**src/ocs_pkg.sv**
```systemverilog
// Constants, types and state layout of the overcurrent scheme block
// Operation
// - Select one scheme; only that scheme runs
// - Underreach/overreach from ground or negative elements
// - Reverse element from input or element mux
// - Permissive underreach pickup trips and transmits
// - Permissive underreach channel activation conditions
// - Permissive underreach trip on reception with overreach, or infeed
// - Transmit held at least carrier time
// - Open breaker transmission delayed 100 ms
// - Block input suppresses trip and transmit
// - Direct transfer trips on reception alone
// - Direct transfer activation: underreach or breaker
// - Reception accepted after safety time only in direct transfer
package ocs_pkg;

  localparam int CLK_HZ = 50_000_000;
  localparam int TICK_MS = 1;
  localparam int TICK_CYCLES = CLK_HZ / 1000 * TICK_MS;
  localparam logic [15:0] OPEN_BREAKER_SEND_DELAY_MS = 16'h0064;

  localparam int ADDR_W = 8;
  localparam logic [7:0] CTRL_OFS = 8'h00;
  localparam logic [7:0] CARR_OFS = 8'h04;
  localparam logic [7:0] SAFE_OFS = 8'h08;
  localparam logic [7:0] STAT_OFS = 8'h0C;
  localparam logic [7:0] ISTS_OFS = 8'h10;
  localparam logic [7:0] IMSK_OFS = 8'h14;

  localparam int CTRL_SCHEME_LSB = 0;
  localparam int CTRL_ELEM_BIT = 3;
  localparam int CTRL_OBSEND_BIT = 4;
  localparam int CTRL_WIMODE_LSB = 5;
  localparam int IRQ_TX_BIT = 0;
  localparam int IRQ_TRIP_BIT = 1;

  localparam logic [15:0] CARR_RST = 16'h0032;
  localparam logic [15:0] SAFE_RST = 16'h0014;

  typedef enum logic [2:0] {
    SCH_NONE = 3'h0,
    SCH_PUR = 3'h1,
    SCH_DTT = 3'h2,
    SCH_POR = 3'h3,
    SCH_UNB = 3'h4,
    SCH_BLK = 3'h5
  } ocs_scheme_t;

  typedef enum logic [1:0] {
    WI_OFF = 2'h0,
    WI_ECHO = 2'h1,
    WI_ECHO_TRIP = 2'h2
  } ocs_wi_mode_t;

  typedef struct packed {
    logic channel_trip_block_input;
    logic [2:0] pole_open;
    logic channel_receive;
    logic reverse_pickup_in;
    logic ground_inst;
    logic neg_el2;
    logic neg_el1;
    logic gnd_el2;
    logic gnd_el1;
  } ocs_pins_t;

  typedef struct packed {
    ocs_pins_t s1;
    ocs_pins_t s2;
    ocs_pins_t s3;
    ocs_pins_t filt;
    logic [19:0] ms_cnt;
    logic tick;
    logic [15:0] ob_cnt;
    logic ob_ok;
    logic [15:0] carr_cnt;
    logic [15:0] sec_cnt;
    logic rx_acc;
    logic act_prev;
    logic tx;
    logic trip;
    logic rev;
    ocs_scheme_t scheme;
    logic elem_sel;
    logic open_breaker_send_enable;
    ocs_wi_mode_t weak_infeed_output_mode;
    logic [15:0] carrier_min_time;
    logic [15:0] receive_safety_time;
    logic [1:0] ists;
    logic [1:0] imask;
    logic [31:0] prdata;
    logic pslverr;
  } ocs_state_t;

endpackage

```
**src/ocs_scheme.sv**
```systemverilog
// Overcurrent teleprotection scheme logic with APB register access
`timescale 1ns/1ns
module ocs_scheme #(
  parameter int TICK_CNT = ocs_pkg::TICK_CYCLES,
  parameter bit HAS_REV_IN = 1'b1
) (
  // Clock, reset, enable
  input wire logic pclk,
  input wire logic presetn,
  input wire logic ce,
  // APB slave
  input wire logic psel,
  input wire logic penable,
  input wire logic pwrite,
  input wire logic [ocs_pkg::ADDR_W-1:0] paddr,
  input wire logic [31:0] pwdata,
  output logic [31:0] prdata,
  output logic pready,
  output logic pslverr,
  // Relay pins and weak infeed logic
  input wire ocs_pkg::ocs_pins_t pins_in,
  input wire logic weak_infeed_trip,
  // Scheme outputs
  output logic channel_transmit,
  output logic scheme_trip,
  output logic reverse_pickup,
  output logic irq
);
  import ocs_pkg::*;

  ocs_state_t r_reg;
  ocs_state_t r_next;

  logic under;
  logic over;
  logic rx;
  logic blk;
  logic ob_start;
  logic act;
  logic trip_c;
  logic run;
  logic wr;
  logic rd_setup;
  logic [1:0] ev;
  logic [1:0] w1c;
  logic [ocs_pkg::ADDR_W-1:0] a;

  assign pready = 1'b1;
  assign prdata = r_reg.prdata;
  assign pslverr = r_reg.pslverr;
  assign channel_transmit = r_reg.tx;
  assign scheme_trip = r_reg.trip;
  assign reverse_pickup = r_reg.rev;
  assign irq = |(r_reg.ists & r_reg.imask);

  always_comb begin
    r_next = r_reg;
    a = paddr;
    wr = psel & penable & pwrite;
    rd_setup = psel & ~penable;
    w1c = 2'h0;

    // Pin inputs: three stages, a change counts once stages 2 and 3 agree
    r_next.s1 = pins_in;
    r_next.s2 = r_reg.s1;
    r_next.s3 = r_reg.s2;
    r_next.filt = ocs_pins_t'((r_reg.s2 & ~(r_reg.s2 ^ r_reg.s3))
                  | (r_reg.filt & (r_reg.s2 ^ r_reg.s3)));

    // Free-running millisecond tick
    if (r_reg.ms_cnt >= 20'(TICK_CNT - 1)) begin
      r_next.ms_cnt = 20'h00000;
      r_next.tick = 1'b1;
    end else begin
      r_next.ms_cnt = r_reg.ms_cnt + 20'h00001;
      r_next.tick = 1'b0;
    end

    // Element selection
    under = r_reg.elem_sel ? r_reg.filt.neg_el1 : r_reg.filt.gnd_el1;
    over = r_reg.elem_sel ? r_reg.filt.neg_el2 : r_reg.filt.gnd_el2;
    if (HAS_REV_IN) begin
      r_next.rev = r_reg.filt.reverse_pickup_in;
    end else begin
      r_next.rev = r_reg.elem_sel ? r_reg.filt.neg_el2
                   : r_reg.filt.ground_inst;
    end
    rx = r_reg.filt.channel_receive;
    blk = r_reg.filt.channel_trip_block_input;

    // Open breaker transmission delay, cleared as soon as a pole closes
    ob_start = r_reg.open_breaker_send_enable & (&r_reg.filt.pole_open);
    if (!ob_start) begin
      r_next.ob_cnt = 16'h0000;
      r_next.ob_ok = 1'b0;
    end else begin
      if (r_reg.tick && r_reg.ob_cnt < OPEN_BREAKER_SEND_DELAY_MS) begin
        r_next.ob_cnt = r_reg.ob_cnt + 16'h0001;
      end
      r_next.ob_ok = (r_reg.ob_cnt == OPEN_BREAKER_SEND_DELAY_MS);
    end

    // Reception must stand for the safety time; noise restarts it
    if (!rx) begin
      r_next.sec_cnt = 16'h0000;
      r_next.rx_acc = 1'b0;
    end else begin
      if (r_reg.tick && r_reg.sec_cnt < r_reg.receive_safety_time) begin
        r_next.sec_cnt = r_reg.sec_cnt + 16'h0001;
      end
      r_next.rx_acc = (r_reg.sec_cnt >= r_reg.receive_safety_time);
    end

    // Scheme decode; any other scheme leaves transmit and trip off
    case (r_reg.scheme)
      SCH_PUR: begin
        act = under | (over & rx) | r_reg.ob_ok;
        trip_c = under | (rx & over)
                 | (weak_infeed_trip
                    & (r_reg.weak_infeed_output_mode == WI_ECHO_TRIP));
        run = 1'b1;
      end
      SCH_DTT: begin
        act = under | r_reg.ob_ok;
        trip_c = r_reg.rx_acc;
        run = 1'b1;
      end
      default: begin
        act = 1'b0;
        trip_c = 1'b0;
        run = 1'b0;
      end
    endcase

    // Carrier minimum time restarts on each new activation
    r_next.act_prev = act;
    if (act && !r_reg.act_prev) begin
      r_next.carr_cnt = r_reg.carrier_min_time;
    end else if (r_reg.tick && r_reg.carr_cnt != 16'h0000) begin
      r_next.carr_cnt = r_reg.carr_cnt - 16'h0001;
    end
    r_next.tx = run & ~blk & (act | (r_reg.carr_cnt != 16'h0000));
    r_next.trip = run & ~blk & trip_c;

    // Register writes
    if (wr) begin
      case (a)
        CTRL_OFS: begin
          r_next.scheme = ocs_scheme_t'(pwdata[CTRL_SCHEME_LSB +: 3]);
          r_next.elem_sel = pwdata[CTRL_ELEM_BIT];
          r_next.open_breaker_send_enable = pwdata[CTRL_OBSEND_BIT];
          r_next.weak_infeed_output_mode =
            ocs_wi_mode_t'(pwdata[CTRL_WIMODE_LSB +: 2]);
        end
        CARR_OFS: begin
          r_next.carrier_min_time = pwdata[15:0];
        end
        SAFE_OFS: begin
          r_next.receive_safety_time = pwdata[15:0];
        end
        ISTS_OFS: begin
          w1c = pwdata[1:0];
        end
        IMSK_OFS: begin
          r_next.imask = pwdata[1:0];
        end
        default: begin
          r_next.imask = r_reg.imask;
        end
      endcase
    end

    // Sticky events; a new event beats a clear in the same cycle
    ev = 2'h0;
    ev[IRQ_TX_BIT] = r_next.tx & ~r_reg.tx;
    ev[IRQ_TRIP_BIT] = r_next.trip & ~r_reg.trip;
    r_next.ists = (r_reg.ists & ~w1c) | ev;

    // Read data latched in the setup cycle, ready in the access cycle
    if (rd_setup) begin
      r_next.pslverr = 1'b0;
      case (a)
        CTRL_OFS: begin
          r_next.prdata = {25'h0000000, r_reg.weak_infeed_output_mode,
                           r_reg.open_breaker_send_enable,
                           r_reg.elem_sel, r_reg.scheme};
        end
        CARR_OFS: begin
          r_next.prdata = {16'h0000, r_reg.carrier_min_time};
        end
        SAFE_OFS: begin
          r_next.prdata = {16'h0000, r_reg.receive_safety_time};
        end
        STAT_OFS: begin
          r_next.prdata = {25'h0000000, r_reg.ob_ok, r_reg.rx_acc, r_reg.rev,
                           r_reg.trip, r_reg.tx, 2'h0};
        end
        ISTS_OFS: begin
          r_next.prdata = {30'h00000000, r_reg.ists};
        end
        IMSK_OFS: begin
          r_next.prdata = {30'h00000000, r_reg.imask};
        end
        default: begin
          r_next.prdata = 32'h00000000;
          r_next.pslverr = 1'b1;
        end
      endcase
    end
  end

  always_ff @(posedge pclk or negedge presetn) begin
    if (!presetn) begin
      r_reg <= '0;
      r_reg.scheme <= SCH_NONE;
      r_reg.weak_infeed_output_mode <= WI_OFF;
      r_reg.carrier_min_time <= CARR_RST;
      r_reg.receive_safety_time <= SAFE_RST;
    end else if (ce) begin
      r_reg <= r_next;
    end
  end
endmodule

```
**config.mk**
```make
export PLATFORM = sky130hd
export DESIGN_NAME = ocs_scheme
export DESIGN_NICKNAME = d
export VERILOG_FILES = /design/src/ocs_pkg.sv /design/src/ocs_scheme.sv
export SDC_FILE = /design/constraint.sdc
export NUM_CORES = 1
export LEC_CHECK = 0
export ABC_CLOCK_PERIOD_IN_PS = 4200
export BUFFER_PORTS_ARGS = -buffer_cell sky130_fd_sc_hd__buf_2
export CORE_MARGIN = 4
export CORE_UTILIZATION = 64
export DETAILED_ROUTE_END_ITERATION = 16
export PLACE_DENSITY = 0.86
export SYNTH_ARGS = -nofsm -noshare
export SYNTH_HDL_FRONTEND = slang
export SYNTH_SLANG_ARGS = --single-unit
export TNS_END_PERCENT = 20
```
**constraint.sdc**
```tcl
create_clock -name pclk -period 4.2 [get_ports pclk]
set_input_delay 0.21 -clock pclk [delete_from_list [all_inputs] [get_ports pclk]]
set_output_delay 0.21 -clock pclk [all_outputs]
set_load 0.02 [all_outputs]
```
== Yosys cells after proc, flatten, opt, wreduce, memory -nomap -nowiden ==
Cells that the tools add are included.

* $add $sub $neg: 4
* Order comparisons: 4
* Eq/ne operators: 11
* Muxes and demuxes: 16
* Bitwise gates (word level): 29
* Reduce and logical (&&, ||, !) cells: 20

{| class="wikitable"
|+ Operators with widths
! cell !! number
|-
| $pmux 16 s6 || 1
|-
| $mux 16 || 4
|-
| $mux 17 || 2
|-
| $add 16x1->16 const B || 2
|-
| $and 11x11->11 || 2
|-
| $mux 21 || 1
|-
| $add 20x1->20 const B || 1
|-
| $ge 20x16->1 const B || 1
|-
| $eq 16x7->1 const B || 1
|-
| $eq 8x4->1 const B || 2
|-
| $eq 8x5->1 const B || 2
|-
| $ge 16x16->1 || 1
|-
| $lt 16x16->1 || 1
|-
| $lt 16x7->1 const B || 1
|-
| $reduce_bool 16->1 || 1
|-
| $sub 16x1->16 const B || 1
|-
| $reduce_and 3->1 || 5
|-
| $and 1x1->1 || 11
|-
| $not 11->11 || 1
|-
| $or 11x11->11 || 1
|-
| $xor 11x11->11 || 1
|-
| $eq 8x3->1 const B || 1
|-
| $logic_not 8->1 || 1
|-
| $reduce_and 2->1 || 4
|-
| 17 further kinds || 35
|}

* Flip-flop bits (word level): 195
* Bits of input ports: 58
* Word-level logic and storage cells: 141

== Depth between registers and ports, before layout ==
* Word-level depth: 9
* Depth in mapped cells: 9
* Gate-level depth less buffers: 8

== Worst setup path before layout ==
OpenSTA, ideal clock, no wires.

* Path type: register to register
* From: register r_reg[39] in the netlist's numbering
* To: register r_reg[88] in the netlist's numbering
* Setup time: 0.110 ns
* Arrival: 2.074 ns
* Required time: 4.090 ns
* Slack: 2.016 ns
* Cell stages (with the launch flop): 10
* Path buffers: 1
* Period minus slack after synthesis: 2.184 ns
* Path through: dfstp_2 > inv_1 > ha_1 > nand2_1 > o21bai_1 > a2111o_1 > a31oi_1 > buf_2 > o21ai_0 > o41ai_1

* Cells in the longest elaborated chain, start to end: 4

{| class="wikitable"
|+ Ends and longest elaborated chain
! item !! line !! RTL
|-
| start, declared || ocs_scheme.sv:31 || <nowiki>ocs_state_t r_reg;</nowiki>
|-
| start signal, assigned || ocs_scheme.sv:220 || <nowiki>r_reg <= r_next;</nowiki>
|-
| $lt 16x16->1 || ocs_scheme.sv:108 || <nowiki>if (r_reg.tick && r_reg.sec_cnt < r_reg.receive_safety_time) begin</nowiki>
|-
| $logic_and 1x1->1 || ocs_scheme.sv:108 ||
|-
| $ne 2x1->1 (no source line) || -- ||
|-
| $reduce_and 2->1 (no source line) || -- ||
|}

No other way between the ends.
A chain may end at the register's enable or synchronous reset.

== Worst setup path after layout ==
* From: register r_reg[94] in the netlist's numbering
* To: register r_reg[95] in the netlist's numbering

* Cells in the longest elaborated chain, start to end: 4

{| class="wikitable"
|+ Ends and longest elaborated chain
! item !! line
|-
| $lt 16x16->1 || ocs_scheme.sv:108
|-
| $logic_and 1x1->1 || ocs_scheme.sv:108
|-
| $ne 2x1->1 (no source line) || --
|-
| $reduce_and 2->1 (no source line) || --
|}

Several ways; a longest one is shown, not always the timed one. The select of a mux whose other input is x is not followed.

==> out/results.tsv <==
stage	metric	value	unit
logic_synthesis	ys.warnings.count	0	
logic_synthesis	syn_inst	873	
setup_path	worstSetupEndpointType	flop	
setup_path	start_kind	flop	
global_route	antenna_found_initial	0	
placed_design	dp.final_hpwl	13.2	mm
setup_path	worstPathMaxFanout	16	
die	rows	42	
logic_synthesis	synth_top_area_share	48.2	%
logic_synthesis	ys_types	70	
logic_synthesis	syn_area_per_cell	10.1	µm²
hold_path	holdPathStages	3	
hold_path	min_path_type	in -> reg	
cts	clk_pin_slew	0.07	ns
logic_synthesis	synth_area_leaders	dfrtp_1 (48%), mux2_2 (6.1%), o21ai_0 (4.7%), nand2_1 (3.4%), ha_1 (3.1%)	
timing	finalCritPeriodShare	71.0	%
route	post_drt_wl_per_cell	17.6	µm
die	chipWidth	125	µm
timing	skew	0.00899	ns
logic_synthesis	ys_seq_elements	175	
timing	slew_headroom	39.3	%
die	io_pins	96	
route	vias	6752	
cts	htree_levels	4	
logic_synthesis	yosys.area.top_type	dfrtp_1	
job	maxCapViolCount	0	
route	drc	0	
setup_path	r2r_cells	7	
power_and_ir_drop	ir_drop	0.365	mV
timing	drv_slew	0	
timing	finalSetupTns	0	ns
power_and_ir_drop	power.density	402	nW/µm²
timing	holdWs	0.0152	ns
timing	setup_viol	0	
global_route	grt_pass1_wl	32.9	mm
die	core-area	13300	µm²
cts	cts_tree	done	
setup_path	critPathKind	reg -> reg	
cts	clockRootBuffer	clkbuf_16	
route	wl	19.6	mm
layout	fillers	941	
timing	timing.fmax	335	MHz
timing	worst_pin_slew	0.911	ns
global_route	grt_overflow_total	0	
global_route	grt_max_degree	102	
timing	finalHoldViolations	0	
placed_design	gp_congestion	0.927	
global_route	track_usage	25.9	%
layout	largest_register_ffs	125	
layout	num_antenna_cells	0	
global_route	grt_pass1_vias	6733	
run_status	status	complete, no violations	
logic_synthesis	synthFlopType	dfrtp_1	
cts	cts_inserted_buffers	17	
die	die_y	125	µm
power_and_ir_drop	p_leak	0.00454	µW
logic_synthesis	synth_area	8820	µm²
setup_path	cp.arrival	3.33	ns
cts	cts_setup_buffers	0	
route	drtIter0Drc	640	
route	postRouteAntennaNets	0	
route	drt_pass1_iterations	5	
logic_synthesis	synthArstFlopShare	100	%
setup_path	worst-endpoint-required	4.54	ns
cts	clkSinkCount	175	
layout	area.growth.synth_to_final	10.6	%
cts	clkLatencyLatePin	0.44	ns
die	initial_core_util	66.1	%
placed_design	io_buffer_count	61	
die	dieArea	15700	µm²
timing	rsz0062_at_grt	no	
logic_synthesis	synth_edf_count	0	
route	vias_per_cell	6.08	
logic_synthesis	yosysSeqAreaShare	49.7	%
cts	clockBufferDepth	2	
layout	drive_above_1_share	19.3	%
layout	fin_nets	1001	
timing	post-route-min-period	2.98	ns
synth_stat cells, types with 3 or more instances:
master,n
nand2b_1,13
nor2b_1,8
buf_4,34
nor3_1,9
clkbuf_1,20
dfrtp_1,170
o21a_1,4
mux2_2,48
nand2_1,81
or2_2,3
a22o_1,11
buf_2,7
xnor2_1,9
a21oi_1,51
buf_1,4
and3_1,9
o21bai_1,4
o2bb2ai_1,3
dfstp_2,5
xor2_1,11
o22ai_1,5
nor2_1,65
or3_1,5
and2_1,16
o41ai_1,4
a22oi_1,13
o21ai_0,82
inv_1,41
mux2_4,10
o31ai_1,8
nand4_1,19
a221oi_1,5
nor4_1,9
nand3_1,21
ha_1,22
layer usage:
metal	part of all wire [%]	track usage [%]	vias to the layer above	wire length (µm)
met5	0	0	-	0
met3	5.6	6.44	47	1100
met2	50	42.3	249	9720
met1	42	33.8	3307	8210
li1	-	-	3149	-
met4	2.8	9.57	0	542
path summary, 6_finish.rpt:
| kind | start | endpoint | slack, ns |
|---|---|---|---|
| min in group asynchronous | presetn | prdata[1] | 0.45 |
| worst max register to register | r_reg[94] | r_reg[95] | 1.22 |
| worst min-delay path | pwdata[10] | r_reg[47] | 0.02 |
| max in group asynchronous | presetn | r_reg[41] | 2.87 |
| worst max-delay path | r_reg[94] | r_reg[95] | 1.22 |
| worst min register to register | prdata[5] | prdata[5] | 0.48 |
logic make-up after synthesis:
logic type	synth area share, %
AOI/OAI and AO/OA	14.4
DFF	49.7
and+or+nand+nor	15.6
buffers and inverters	6.50
xor gates and xnor gates	1.99
other	0.0852
muxes	8.57
adders and majority gates	3.12
cell usage in the layout, fill, tap and decap left out, types with 4 or more instances in the layout:
cell / count
o21bai_1: 4
o22ai_1: 5
nand3_1: 21
nand2b_1: 13
nand4_1: 19
inv_1: 41
nor2b_1: 8
a221oi_1: 5
nor4_1: 9
conb_1: 17
clkinv_4: 4
o21ai_0: 82
and2_1: 16
dfstp_2: 5
o21a_1: 4
a21oi_1: 51
nor2_1: 65
o41ai_1: 4
buf_2: 59
o31ai_1: 8
nand2_1: 81
and3_1: 9
dfrtp_1: 170
buf_4: 10
dlygate4sd3_1: 10
clkbuf_16: 17
or3_1: 5
ha_1: 22
xor2_1: 11
a22o_1: 11
a22oi_1: 13
xnor2_1: 9
mux2_2: 48
nor3_1: 9
mux2_4: 10
metrics by stage:
step	std cells	area [µm²]	utilization [%]	power [µW]	setup slack (ns)
2_1_floorplan	888	8880	-	2260	2.02
3_3_place_gp	1068	9080	68.0	2380	1.34
3_5_place_dp	1068	9080	68.0	2410	1.22
4_1_cts	1110	9750	73.1	3940	1.19
5_1_grt	1110	9750	73.1	4100	0.969
6_report	1110	9750	73.1	3920	1.22
cell type report:
type	count	area (µm²)	share of cell area (%)
flip-flops and latches	175	4390	45.0
multi-input cells	604	3920	40.2
repair buffers	81	502	5.14
clock buffers	21	460	4.72
well taps	176	220	2.26
inverters	42	158	1.62
clock inverters	11	110	1.13
worst max-delay path: stages, from the launching register on:
cell     delay, ns
dfrtp_1       0.42
ha_1          0.31
a21oi_1       0.12
o21ai_0       0.10
nor4_1        0.55
nand4_1       0.66
or2_2         0.53
o31ai_1       0.20
where the power goes:
| group | total, µW | switching (µW) | internal (µW) |
|---|---|---|---|
| clock network | 1520 | 666 | 853 |
| registers | 1950 | 138 | 1810 |
| logic | 448 | 252 | 196 |
timing repair:
item                                   CTS  global route
endpoints found under the hold margin  106             0
hold buffers                            10             0
gates resized for setup                  0             0
(Power assumes the default switching activity.)
